--- src/design/spsb_pkg.sv ---
// shared constants, types and register map of the serial port block
package spsb_pkg;

  localparam int unsigned DW = 32;
  localparam int unsigned AW = 8;

  // register byte offsets
  localparam logic [AW-1:0] OFS_CTRL = 8'h00;
  localparam logic [AW-1:0] OFS_STATUS = 8'h04;
  localparam logic [AW-1:0] OFS_TXDATA = 8'h08;
  localparam logic [AW-1:0] OFS_RXDATA = 8'h0c;
  localparam logic [AW-1:0] OFS_BAUD = 8'h10;

  // status field positions
  localparam int unsigned ST_TX_EMPTY = 0;
  localparam int unsigned ST_RX_FULL = 1;
  localparam int unsigned ST_OVERRUN = 2;
  localparam int unsigned ST_FRAMING = 3;
  localparam int unsigned ST_PER = 4;
  localparam int unsigned ST_RXD = 5;
  localparam int unsigned ST_TXBUSY = 6;
  localparam int unsigned ST_PIN = 7;
  localparam int unsigned NFLAGS = 5;

  // reset values
  localparam logic [8:0] CTRL_RST = 9'h000;
  localparam logic [15:0] BAUD_RST = 16'h0000;
  localparam logic [NFLAGS-1:0] FLAGS_RST = 5'h01;

  // timing counts
  localparam logic [3:0] OVS_LAST = 4'hf;
  localparam logic [3:0] OVS_SAMPLE = 4'h7;
  localparam logic [3:0] SYNC_BITS = 4'h8;
  localparam logic [3:0] IDX_PAR = 4'h9;

  typedef struct packed {
    logic port_dir;
    logic port_data_bit;
    logic par_odd;
    logic par_en;
    logic rie;
    logic tie;
    logic sync_mode;
    logic receive_enable_bit;
    logic transmit_enable_bit;
  } spsb_ctrl_s;

  typedef struct packed {
    logic per;
    logic framing_error_flag;
    logic overrun_error_flag;
    logic rx_buffer_full_flag;
    logic tx_buffer_empty_flag;
  } spsb_flags_s;

  typedef struct packed {
    logic done;
    logic frame_bad;
    logic per;
    logic [7:0] data;
  } spsb_rxres_s;

  typedef enum logic [1:0] {
    TX_IDLE = 2'b01,
    TX_RUN = 2'b10
  } spsb_tx_e;

  typedef enum logic [1:0] {
    RX_IDLE = 2'b01,
    RX_RUN = 2'b10
  } spsb_rx_e;

endpackage

--- src/design/spsb_serial_port.sv ---
// serial port core: status flags, break handling, async and sync shifters
//
// Function
// - moving a byte from buffer to shifter sets tx_buffer_empty_flag.
// - buffer writes always accepted; writing while flag is 0 overwrites unsent byte.
// - on overrun the received byte is not copied to the receive buffer.
// - framing/parity error alone still copies the byte, sets flags, full stays 0.
// - any overrun leaves full and overrun flags both 1, byte not copied.
// - a break's all-zero input sets framing error, parity error may set.
// - receiver keeps running in break; a cleared framing flag sets again.
// - with transmit disabled the output pin is a port pin of data and direction bits.
// - break sent by clearing data bit then transmit enable; pin driven low.
// - sync mode never starts transmitting while any receive error flag is 1.
// - clearing receive enable leaves the receive error flags unchanged.
// - async timing runs from a base clock at 16 times the bit rate.
// - receiver aligns to start fall, latches each bit at eighth base pulse.
// - receive error request raised while an error flag is 1 and enabled.
// - transmit empty request raised while empty flag is 1 and enabled.
// - clearing transmit enable sets empty flag and resets the shifter.
`timescale 1ns/1ns
module spsb_serial_port
  import spsb_pkg::*;
(
  input wire logic clk,
  input wire logic reset,
  input wire logic psel,
  input wire logic penable,
  input wire logic pwrite,
  input wire logic [AW-1:0] paddr,
  input wire logic [DW-1:0] pwdata,
  input wire logic [3:0] pstrb,
  output logic [DW-1:0] prdata,
  output logic pready,
  output logic pslverr,
  input wire logic rxd,
  input wire logic sck,
  input wire logic txd_in,
  output logic txd_out,
  output logic txd_oe,
  output logic rx_error_irq,
  output logic tx_empty_irq
);

  // ****************************************
  // pin synchronisers
  // ****************************************
  logic [2:0] pins_s;
  logic rxd_s;
  logic sck_s;
  logic pin_s;
  logic sck_prev_q;
  logic sck_rise;
  logic sck_fall;

  spsb_sync2 #(.W(3)) u_sync (
    .clk(clk),
    .reset(reset),
    .async_in({txd_in, sck, rxd}),
    .sync_out(pins_s)
  );

  assign rxd_s = pins_s[0];
  assign sck_s = pins_s[1];
  assign pin_s = pins_s[2];
  assign sck_rise = sck_s & ~sck_prev_q;
  assign sck_fall = ~sck_s & sck_prev_q;

  // ****************************************
  // apb slave and control registers
  // ****************************************
  spsb_ctrl_s ctrl_q, ctrl_d;
  logic [15:0] baud_q, baud_d;
  logic [7:0] tx_data_buffer_q, tx_data_buffer_d;
  logic [7:0] rx_data_buffer_q, rx_data_buffer_d;
  logic [DW-1:0] prdata_q, prdata_d;
  spsb_flags_s flags_q, flags_d;
  logic [NFLAGS-1:0] seen_q, seen_d;
  logic setup;
  logic wr_acc;
  logic rd_acc;
  logic mapped;
  logic tx_busy;
  logic tx_load;
  spsb_rxres_s rxres;

  function automatic logic is_mapped(input logic [AW-1:0] a);
    return (a == OFS_CTRL) || (a == OFS_STATUS) || (a == OFS_TXDATA) ||
           (a == OFS_RXDATA) || (a == OFS_BAUD);
  endfunction

  assign setup = psel & ~penable;
  assign mapped = is_mapped(paddr);
  assign wr_acc = psel & penable & pwrite & mapped;
  assign rd_acc = psel & penable & ~pwrite & mapped;
  assign pready = psel & penable;
  assign pslverr = psel & penable & ~mapped;
  assign prdata = prdata_q;

  always_comb begin
    ctrl_d = ctrl_q;
    baud_d = baud_q;
    tx_data_buffer_d = tx_data_buffer_q;
    prdata_d = prdata_q;
    if (setup && !pwrite) begin
      prdata_d = '0;
      unique case (paddr)
        OFS_CTRL: prdata_d[8:0] = ctrl_q;
        OFS_STATUS: prdata_d[7:0] = {pin_s, tx_busy, rxd_s, flags_q};
        OFS_TXDATA: prdata_d[7:0] = tx_data_buffer_q;
        OFS_RXDATA: prdata_d[7:0] = rx_data_buffer_q;
        OFS_BAUD: prdata_d[15:0] = baud_q;
        default: prdata_d = '0;
      endcase
    end
    if (wr_acc) begin
      unique case (paddr)
        OFS_CTRL: begin
          if (pstrb[0]) ctrl_d[7:0] = pwdata[7:0];
          if (pstrb[1]) ctrl_d[8] = pwdata[8];
        end
        OFS_TXDATA: begin
          if (pstrb[0]) tx_data_buffer_d = pwdata[7:0];
        end
        OFS_BAUD: begin
          if (pstrb[0]) baud_d[7:0] = pwdata[7:0];
          if (pstrb[1]) baud_d[15:8] = pwdata[15:8];
        end
        default: ;
      endcase
    end
  end

  // ****************************************
  // status flags
  // ****************************************
  always_comb begin
    flags_d = flags_q;
    seen_d = seen_q;
    rx_data_buffer_d = rx_data_buffer_q;
    // a flag read as 1 arms its clear; writing 1 does nothing
    if (rd_acc && paddr == OFS_STATUS) begin
      // arm only what the setup cycle showed; a flag set since then was never seen
      seen_d = seen_q | prdata_q[NFLAGS-1:0];
    end
    if (wr_acc && paddr == OFS_STATUS && pstrb[0]) begin
      flags_d = flags_q & ~(seen_q & ~pwdata[NFLAGS-1:0]);
      seen_d = seen_q & pwdata[NFLAGS-1:0];
    end
    // hardware sets come after clears so a same-cycle set wins
    if (tx_load || !ctrl_q.transmit_enable_bit) begin
      flags_d.tx_buffer_empty_flag = 1'b1;
    end
    if (rxres.done) begin
      if (flags_q.rx_buffer_full_flag) begin
        flags_d.overrun_error_flag = 1'b1;
        flags_d.rx_buffer_full_flag = 1'b1;
      end else begin
        rx_data_buffer_d = rxres.data;
        if (rxres.frame_bad || rxres.per) begin
          flags_d.rx_buffer_full_flag = 1'b0;
        end else begin
          flags_d.rx_buffer_full_flag = 1'b1;
        end
      end
      if (rxres.frame_bad) flags_d.framing_error_flag = 1'b1;
      if (rxres.per) flags_d.per = 1'b1;
    end
  end

  // receive enable does not reach the flags, so they survive it going low
  always_ff @(posedge clk or posedge reset) begin
    if (reset) begin
      ctrl_q <= CTRL_RST;
      baud_q <= BAUD_RST;
      tx_data_buffer_q <= '0;
      rx_data_buffer_q <= '0;
      prdata_q <= '0;
      flags_q <= FLAGS_RST;
      seen_q <= '0;
      sck_prev_q <= 1'b1;
    end else begin
      ctrl_q <= ctrl_d;
      baud_q <= baud_d;
      tx_data_buffer_q <= tx_data_buffer_d;
      rx_data_buffer_q <= rx_data_buffer_d;
      prdata_q <= prdata_d;
      flags_q <= flags_d;
      seen_q <= seen_d;
      sck_prev_q <= sck_s;
    end
  end

  assign rx_error_irq = ctrl_q.rie & (flags_q.overrun_error_flag |
                        flags_q.framing_error_flag | flags_q.per);
  assign tx_empty_irq = ctrl_q.tie & flags_q.tx_buffer_empty_flag;

  // ****************************************
  // 16x base clock
  // ****************************************
  logic [15:0] div_q, div_d;
  logic tick;

  assign tick = (div_q == baud_q);

  always_comb begin
    div_d = tick ? 16'h0000 : div_q + 16'h0001;
  end

  always_ff @(posedge clk or posedge reset) begin
    if (reset) begin
      div_q <= '0;
    end else begin
      div_q <= div_d;
    end
  end

  // ****************************************
  // transmitter
  // ****************************************
  spsb_tx_e tx_st_q, tx_st_d;
  logic [7:0] tx_shift_register_q, tx_shift_register_d;
  logic [3:0] tx_idx_q, tx_idx_d;
  logic [3:0] tx_sub_q, tx_sub_d;
  logic tx_line_q, tx_line_d;
  logic tx_err_block;
  logic [3:0] tx_last;

  function automatic logic odd_par(input logic [7:0] d, input logic odd);
    return (^d) ^ odd;
  endfunction

  assign tx_err_block = ctrl_q.sync_mode & (flags_q.overrun_error_flag | flags_q.per |
                        flags_q.framing_error_flag);
  assign tx_last = ctrl_q.par_en ? 4'ha : IDX_PAR;
  assign tx_busy = (tx_st_q == TX_RUN);
  assign tx_load = ctrl_q.transmit_enable_bit & ~flags_q.tx_buffer_empty_flag & ~tx_busy &
                   ~tx_err_block;

  always_comb begin
    tx_st_d = tx_st_q;
    tx_shift_register_d = tx_shift_register_q;
    tx_idx_d = tx_idx_q;
    tx_sub_d = tx_sub_q;
    tx_line_d = tx_line_q;
    if (!ctrl_q.transmit_enable_bit) begin
      tx_st_d = TX_IDLE;
      tx_shift_register_d = '0;
      tx_idx_d = '0;
      tx_sub_d = '0;
      tx_line_d = 1'b1;
    end else begin
      unique case (tx_st_q)
        TX_IDLE: begin
          if (tx_load) begin
            tx_st_d = TX_RUN;
            tx_shift_register_d = tx_data_buffer_q;
            tx_idx_d = '0;
            tx_sub_d = '0;
          end
        end
        TX_RUN: begin
          if (ctrl_q.sync_mode) begin
            // data changes on the falling edge, line keeps the msb after
            if (sck_fall && tx_idx_q < SYNC_BITS) begin
              tx_line_d = tx_shift_register_q[tx_idx_q[2:0]];
              tx_idx_d = tx_idx_q + 4'h1;
            end else if (sck_rise && tx_idx_q == SYNC_BITS) begin
              tx_st_d = TX_IDLE;
            end
          end else begin
            if (tx_idx_q == 4'h0) begin
              tx_line_d = 1'b0;
            end else if (tx_idx_q < IDX_PAR) begin
              tx_line_d = tx_shift_register_q[tx_idx_q[2:0] - 3'h1];
            end else if (tx_idx_q == IDX_PAR && ctrl_q.par_en) begin
              tx_line_d = odd_par(tx_shift_register_q, ctrl_q.par_odd);
            end else begin
              tx_line_d = 1'b1;
            end
            if (tick) begin
              tx_sub_d = tx_sub_q + 4'h1;
              if (tx_sub_q == OVS_LAST) begin
                tx_idx_d = tx_idx_q + 4'h1;
                if (tx_idx_q == tx_last) tx_st_d = TX_IDLE;
              end
            end
          end
        end
      endcase
    end
  end

  always_ff @(posedge clk or posedge reset) begin
    if (reset) begin
      tx_st_q <= TX_IDLE;
      tx_shift_register_q <= '0;
      tx_idx_q <= '0;
      tx_sub_q <= '0;
      tx_line_q <= 1'b1;
    end else begin
      tx_st_q <= tx_st_d;
      tx_shift_register_q <= tx_shift_register_d;
      tx_idx_q <= tx_idx_d;
      tx_sub_q <= tx_sub_d;
      tx_line_q <= tx_line_d;
    end
  end

  // port takeover while transmit is off lets software drive a break
  assign txd_out = ctrl_q.transmit_enable_bit ? tx_line_q : ctrl_q.port_data_bit;
  assign txd_oe = ctrl_q.transmit_enable_bit | ctrl_q.port_dir;

  // ****************************************
  // receiver
  // ****************************************
  spsb_rx_e rx_st_q, rx_st_d;
  logic [7:0] rx_shift_register_q, rx_shift_register_d;
  logic [3:0] rx_idx_q, rx_idx_d;
  logic [3:0] rx_sub_q, rx_sub_d;
  logic rx_par_q, rx_par_d;
  logic [3:0] rx_stop;
  logic rx_smp;

  assign rx_stop = ctrl_q.par_en ? 4'ha : IDX_PAR;
  assign rx_smp = tick & (rx_sub_q == OVS_SAMPLE);

  always_comb begin
    rx_st_d = rx_st_q;
    rx_shift_register_d = rx_shift_register_q;
    rx_idx_d = rx_idx_q;
    rx_sub_d = rx_sub_q;
    rx_par_d = rx_par_q;
    rxres = '0;
    rxres.data = rx_shift_register_q;
    if (!ctrl_q.receive_enable_bit) begin
      rx_st_d = RX_IDLE;
      rx_idx_d = '0;
      rx_sub_d = '0;
    end else if (ctrl_q.sync_mode) begin
      // sampled on the rising edge of the link clock
      if (sck_rise) begin
        rx_shift_register_d = {rxd_s, rx_shift_register_q[7:1]};
        rx_idx_d = rx_idx_q + 4'h1;
        if (rx_idx_q == SYNC_BITS - 4'h1) begin
          rx_idx_d = '0;
          rxres.done = 1'b1;
          rxres.data = {rxd_s, rx_shift_register_q[7:1]};
        end
      end
    end else begin
      unique case (rx_st_q)
        RX_IDLE: begin
          // level start keeps re-arming during a held break
          if (!rxd_s) begin
            rx_st_d = RX_RUN;
            rx_idx_d = '0;
            rx_sub_d = '0;
          end
        end
        RX_RUN: begin
          if (tick) rx_sub_d = rx_sub_q + 4'h1;
          if (rx_smp) begin
            rx_idx_d = rx_idx_q + 4'h1;
            if (rx_idx_q == 4'h0 && rxd_s) begin
              rx_st_d = RX_IDLE;
              // sync mode counts bits in the same index, so leave it at zero
              rx_idx_d = '0;
            end else if (rx_idx_q > 4'h0 && rx_idx_q < IDX_PAR) begin
              rx_shift_register_d = {rxd_s, rx_shift_register_q[7:1]};
            end else if (rx_idx_q == IDX_PAR && ctrl_q.par_en) begin
              rx_par_d = rxd_s;
            end else if (rx_idx_q == rx_stop) begin
              rx_st_d = RX_IDLE;
              rx_idx_d = '0;
              rxres.done = 1'b1;
              rxres.frame_bad = ~rxd_s;
              rxres.per = ctrl_q.par_en &
                          (odd_par(rx_shift_register_q, ctrl_q.par_odd) != rx_par_q);
            end
          end
        end
      endcase
    end
  end

  always_ff @(posedge clk or posedge reset) begin
    if (reset) begin
      rx_st_q <= RX_IDLE;
      rx_shift_register_q <= '0;
      rx_idx_q <= '0;
      rx_sub_q <= '0;
      rx_par_q <= 1'b0;
    end else begin
      rx_st_q <= rx_st_d;
      rx_shift_register_q <= rx_shift_register_d;
      rx_idx_q <= rx_idx_d;
      rx_sub_q <= rx_sub_d;
      rx_par_q <= rx_par_d;
    end
  end

  // external clock edges are only seen two cycles late through the
  // synchroniser, hence the source must hold off after buffer reset

endmodule

--- src/design/spsb_sync2.sv ---
// two-flop synchroniser for pin inputs
`timescale 1ns/1ns
module spsb_sync2 #(
  parameter int unsigned W = 1
) (
  input wire logic clk,
  input wire logic reset,
  input wire logic [W-1:0] async_in,
  output logic [W-1:0] sync_out
);

  logic [W-1:0] meta_q;
  logic [W-1:0] meta_d;
  logic [W-1:0] sync_q;
  logic [W-1:0] sync_d;

  always_comb begin
    meta_d = async_in;
    sync_d = meta_q;
  end

  // idle line level is high, so both stages come out of reset at mark
  always_ff @(posedge clk or posedge reset) begin
    if (reset) begin
      meta_q <= '1;
      sync_q <= '1;
    end else begin
      meta_q <= meta_d;
      sync_q <= sync_d;
    end
  end

  assign sync_out = sync_q;

endmodule

--- config.mk ---
export PLATFORM = sky130hd
export DESIGN_NAME = spsb_serial_port
export DESIGN_NICKNAME = d
export VERILOG_FILES = /design/src/design/spsb_pkg.sv /design/src/design/spsb_serial_port.sv /design/src/design/spsb_sync2.sv
export SDC_FILE = /design/constraint.sdc
export NUM_CORES = 1
export LEC_CHECK = 0
export BUFFER_PORTS_ARGS = -buffer_cell sky130_fd_sc_hd__buf_2
export CELL_PAD_IN_SITES_DETAIL_PLACEMENT = 1
export CELL_PAD_IN_SITES_GLOBAL_PLACEMENT = 2
export CORE_MARGIN = 3
export CORE_UTILIZATION = 39
export CTS_BUF_LIST = sky130_fd_sc_hd__clkbuf_4 sky130_fd_sc_hd__clkbuf_8
export DETAILED_ROUTE_END_ITERATION = 10
export PLACE_DENSITY_LB_ADDON = 0.1
export SLEW_MARGIN = 15
export SYNTH_ARGS = -nofsm -noshare
export SYNTH_HDL_FRONTEND = slang
export SYNTH_SLANG_ARGS = --single-unit
--- constraint.sdc ---
create_clock -name clk -period 5.5 [get_ports clk]
set_clock_uncertainty 0.1 [all_clocks]
set_input_delay 0.55 -clock clk [delete_from_list [all_inputs] [get_ports clk]]
set_output_delay 0.55 -clock clk [all_outputs]
set_load 0.02 [all_outputs]
Word level (Yosys, flattened, before mapping)
Index checks and enable logic that the tools add are counted.

word-level totals
  bits of input ports = 52
  bits in writable memories = 0
  register bits after elaboration = 128
  logic and storage cells = 271
  memory bits (read-only) = 0
  latch bits = 0
  output and inout bits = 38
  memories kept = 0

operators by class
  bitwise operators = 43
  div/mod/pow operators = 0
  magnitude comparators = 6
  add/subtract/negate cells = 6
  muxes and demuxes = 94
  shift-type cells = 0
  equality and inequality tests = 43
  $mul = 0
  reductions and logical operators = 45

operators with widths
  kind                                                    count
  two-way mux 8 bit                                       12
  two-way mux 4 bit                                       23
  case mux 8 bit (5 select lines)                         1
  two-way mux 2 bit                                       18
  case mux 4 bit (2 select lines)                         4
  inequality test 4 bit (second input constant)           6
  AND reduction 3 bit                                     8
  inequality test 4 x 3 -> 1 bit (second input constant)  5
  two-way mux 1 bit                                       19
  two-way mux 3 bit                                       6
  inequality test 3 bit (second input constant)           6
  AND reduction 6 bit                                     3
  bitwise AND 1 bit                                       17
  adder 16 x 1 -> 16 bit (second input constant)          1
  adder 4 x 1 -> 4 bit (second input constant)            4
  == test 16 bit                                          1
  == test 4 bit (second input constant)                   4
  == test 8 x 4 -> 1 bit (second input constant)          2
  two-way mux 16 bit                                      1
  parity 8 bit                                            2
  bitwise AND 5 bit                                       3
  two-way mux 5 bit                                       3
  NOT 1 bit                                               13
  < comparator 4 bit (second input constant)              3
  31 further kinds                                        72

Logic depth before layout (Yosys ltp)
  depth in word-level cells = 16
  gate-level depth with buffers = 9

Modules after synthesis
Synthesis repeated with hierarchy kept, for this count alone.

unflattened totals
  cell total of the unflattened synthesis = 632
  area, all modules = 6640.1 sq um

modules (own cells, without submodules)
  module            times used  cells an instance  seq. area each (sq um)  area each (sq um)
  spsb_serial_port  1           625                3059.2                  6478.7
  spsb_sync2        1           7                  157.7                   161.4

Worst setup path before layout
No wires, ideal clock.

  kind = input-to-output
  start point = in paddr[1]
  end point = out pslverr
  slack = 2.979 ns
  path buffers = 1
  stages on the path = 4
  data arrival time = 1.871 ns
  cells stage by stage = or4_4 nor3_2 buf_2 nor3_1

between the ends
  cells in the longest elaborated chain, start to end = 7
  elaborated cells on any way between the ends = 11
  those cells by class = 4 x eq/ne; 2 x bitwise; 5 x reduce/logical

RTL lines
  item                                                                line                    text
  start: declaration                                                  spsb_serial_port.sv:29  input wire logic [AW-1:0] paddr,
  == test 8 x 3 -> 1 bit / logical NOT 8 bit (equally long branches)  spsb_serial_port.sv:87  return (a == OFS_CTRL) || (a == OFS_STATUS) || (a == OFS_TXDATA) ||
  logical OR 1 bit (3 in series)                                      spsb_serial_port.sv:87
  logical OR 1 bit *                                                  spsb_serial_port.sv:88  (a == OFS_RXDATA) || (a == OFS_BAUD);
  NOT 1 bit *                                                         spsb_serial_port.sv:96  assign pslverr = psel & penable & ~mapped;
  bitwise AND 1 bit *                                                 spsb_serial_port.sv:96
  end: declaration                                                    spsb_serial_port.sv:34  output logic pslverr,

Every way passes the cells marked *; elsewhere a longest branch is shown, timed or not.

Worst setup path in the final report
  start point = in paddr[1]
  end point = reg seen_q[0]

between the ends
  cells in the longest elaborated chain, start to end = 9
  elaborated cells on any way between the ends = 16
  those cells by class = 4 x eq/ne; 1 x mux; 2 x bitwise; 9 x reduce/logical

RTL lines
  item                                                                line                                                                      text
  == test 8 x 3 -> 1 bit / logical NOT 8 bit (equally long branches)  spsb_serial_port.sv:87, spsb_serial_port.sv:141, spsb_serial_port.sv:145
  logical OR 1 bit (3 in series)                                      spsb_serial_port.sv:87
  logical OR 1 bit                                                    spsb_serial_port.sv:88
  bitwise AND 1 bit                                                   spsb_serial_port.sv:93                                                    assign wr_acc = psel & penable & pwrite & mapped;
  logical AND 1 bit (2 in series)                                     spsb_serial_port.sv:145                                                   if (wr_acc && paddr == OFS_STATUS && pstrb[0]) begin
  two-way mux 5 bit / nonzero test 2 bit (equally long branches)      n/a
  end signal: assignment                                              spsb_serial_port.sv:188                                                   seen_q <= seen_d;
  end: declaration                                                    spsb_serial_port.sv:77                                                    logic [NFLAGS-1:0] seen_q, seen_d;

Several ways; a longest one is shown, not always the timed one.
A chain may end at the register's enable or synchronous reset.

==> results.md <==
* Avg Inst Size Synth at 10.37 sq um
* CP Capture Type: flip-flop
* Top-area cell type share of the netlist area at 0.4364
* Synth Cell Area at 6709 sq um
* Die width at 137.2 um
* Clock latency on the worst-skew pair at 440 ps
* Synth Area in Simple Gates at 0.1721
* DR iter-0 viols at 290
* Largest area contributor in the netlist: dfrtp_1
* CTS clock-pin slew for the worst setup and hold paths at 80 ps
* Pin count of the biggest net entering global routing at 82
* Leakage power at 3.415 nW
* Crit path largest cell delay at 870 ps
* Vias per cell at 5.414
* Area grow syn2layout at 12.92%
* Starting density of the core at 0.4017
* Post-Synth Adder-Cell Area at 0.01865
* I/O pins at 90
* Max-Cap Viols at 0
* Most common cell after layout, fill and taps aside: dfrtp_1
* Synthesized netlist cell count at 647
* PD cells at 287.4 nW/um^2
* CP cell instances: buf_2 > or4_4 > nor4_4 > nor3b_1 > a21oi_1 > nor2_1
* Post-synthesis sequential area ratio at 0.4795
* DRC viols at 0
* Layout Nets at 759
* H-tree depth at 4
* Root Driver: clkbuf_8
* Worst EP required at 5760 ps
* Mux share of post-synthesis cell area at 0.1067
* Crit path max-delay family: simple AND/OR/NAND/NOR gates
* Fmax at 362.2 MHz
* Worst hold path type: in2reg
* Vias in the first global route at 5163
* Worst-path fanout max at 10
* Compound-Gate Fraction of Synth Area at 0.1171
* Gr ovfl total at 0
* Max Root-Sink Buffers at 2
* WP data arrival at 3020 ps
* Buffers on Ports at 55
* CP Class: in2reg
* Share of layout cells above drive strength 1 at 0.2451
* Wire length per cell at 18.88 um
* Final hold viol count at 0
* Largest family of logic cells by synthesized area: simple AND/OR/NAND/NOR gates
* Fillers at 1892
* Routability Congestion at 0.8290
* CTS tree: yes
* Flops & latches, synth at 128
* Number of CTS-inserted buffers at 17
* Setup TNS at 0 ps
* Top_reg_cell synth: dfrtp_1
* All-Layer GR Usage at 0.1936
* Initial antenna violation count at 0
* Worst Path Buf+Inv at 1
* Hold-fix buffer count after cts at 0
* Final setup viols at 0
* Slew Limit Fails at 0
* ANT nets after route at 0
* Post-synthesis async set-or-reset flop share at 1.000
* # rows at 47
* First-pass GRT wire length at 27930 um
* Clock sink count at 128
* Post-CTS Resized at 0
* Via count at 5035
* Post-route clock period utilization at 0.5020
* Area of the core at 16700 sq um
* Post-synth cell types at 63
* Largest cells by area after synthesis: dfrtp_1 (44%), mux2_2 (7.4%), dfstp_2 (4.3%)
* Critical path startpoint category: input pin
* CP max-delay cell: nor3b_1
* Unrepaired setup endpoints after global routing: no
* First-pass detailed-route iteration total at 7
* Final Power at 2.177 mW
* Diodes inserted at 0
* Status: finished clean
* Peak VDD IR at 158.0 uV
* Hpwl dp at 13120 um
* Ys Warns at 0
* Relative slew slack at 0.3214
* Commonest non-fill, non-tap cells in the layout: dfrtp_1 (117), nand2_1 (68), buf_2 (55)
* Die Height at 137.2 um
* Number of synthesized flops with an enable pin at 0
* Post-CTS Setup Repair Bufs at 0
* DIE AREA at 18810 sq um
* Worst Max-Slew Pin Slew at 1018 ps
* Final wirelength at 17560 um
* XOR/XNOR share of the synthesized area at 0.06080
* Fin crit period at 2761 ps
## synth_stat cells (all sizes together) (3+ instances only)
master and number:
a22oi 11, nor2b 4, nor4 4, nand2 68, inv 17, a31oi 14
nand4 9, mux2i 13, xnor2 33, or3 13, or4 3, and3 7
nand2b 4, xor2 11, dfstp 11, nand3 29, ha 10, a221oi 3
a21oi 19, clkbuf 21, mux2 44, nor2 50, o21ai 31, nor3 8
dfrtp 117, nor3b 4, mux4 4, and2 11, a31o 3, o31ai 4
a22o 3, o221a 8, buf 23
## cells by family after synthesis
logic type	after synthesis
xor+xnor	45
flops	128
simple gates	227
buf+inv	61
other cells	1
compound gates	114
mux	61
fa+ha+maj	10
## final timing paths
kind | from | to | slack (ps) | cells past startpoint
worst max-delay path | paddr[1] | seen_q[0] | 2740 | 6
worst min-delay path | txd_in | u_sync.meta_q[2] | 100 | 1
worst max register to register | rx_idx_q[1] | rx_data_buffer_q[3] | 2880 | 8
worst min register to register | u_sync.meta_q[1] | u_sync.sync_out[1] | 260 | 0
max in group asynchronous | reset | div_q[15] | 3800 | 3
min in group asynchronous | reset | tx_shift_register_q[5] | 250 | 2
## power by group
| group | internal (mW) | switching [mW] |
|---|---|---|
| clock network | 0.544 | 0.384 |
| logic | 0.0791 | 0.166 |
| registers | 0.970 | 0.0337 |
## flip-flops by register name, summed over array words and instances (netlist names), 3 cells and up
name / cells
tx_idx_q: 4
ctrl_q: 9
seen_q: 5
tx_sub_q: 4
tx_shift_register_q: 8
u_sync.meta_q: 3
rx_shift_register_q: 8
flags_q: 5
tx_data_buffer_q: 8
baud_q: 16
prdata: 16
rx_idx_q: 4
u_sync.sync_out: 3
div_q: 16
rx_data_buffer_q: 8
rx_sub_q: 4
## through the flow
stage / cell area, sq um / utilization / setup WS [ps] / hold slack [ps] / instances
global route: 7576 / 0.4536 / 2571 / 61.56 / 930
CTS: 7576 / 0.4536 / 2773 / 78.10 / 930
global placement: 7121 / 0.4264 / 2330 / 246.0 / 898
finish: 7576 / 0.4536 / 2739 / 102.6 / 930
detailed placement: 7121 / 0.4264 / 2306 / 247.8 / 898
floorplan: 6765 / - / 1456 / 245.2 / 662
## per-layer routing
layer	vias to the layer above	track usage	wire, um
li1	2391	-	-
met1	2542	0.2742	8602
met2	88	0.3008	8143
met3	14	0.04743	662
met4	0	0.04435	148
met5	-	0	0
## cell type report
type / instances / area [sq um] / share of cell area
Multi-Input combinational cell: 473 / 3249 / 0.4289
Sequential cell: 128 / 3217 / 0.4246
Timing Repair Buffer: 60 / 312.8 / 0.04129
Tap cell: 220 / 275.3 / 0.03633
Clock buffer: 18 / 241.5 / 0.03187
Clock inverter: 14 / 214.0 / 0.02824
Inverter: 17 / 66.31 / 0.008753
Power figures use the tool's default switching activity.
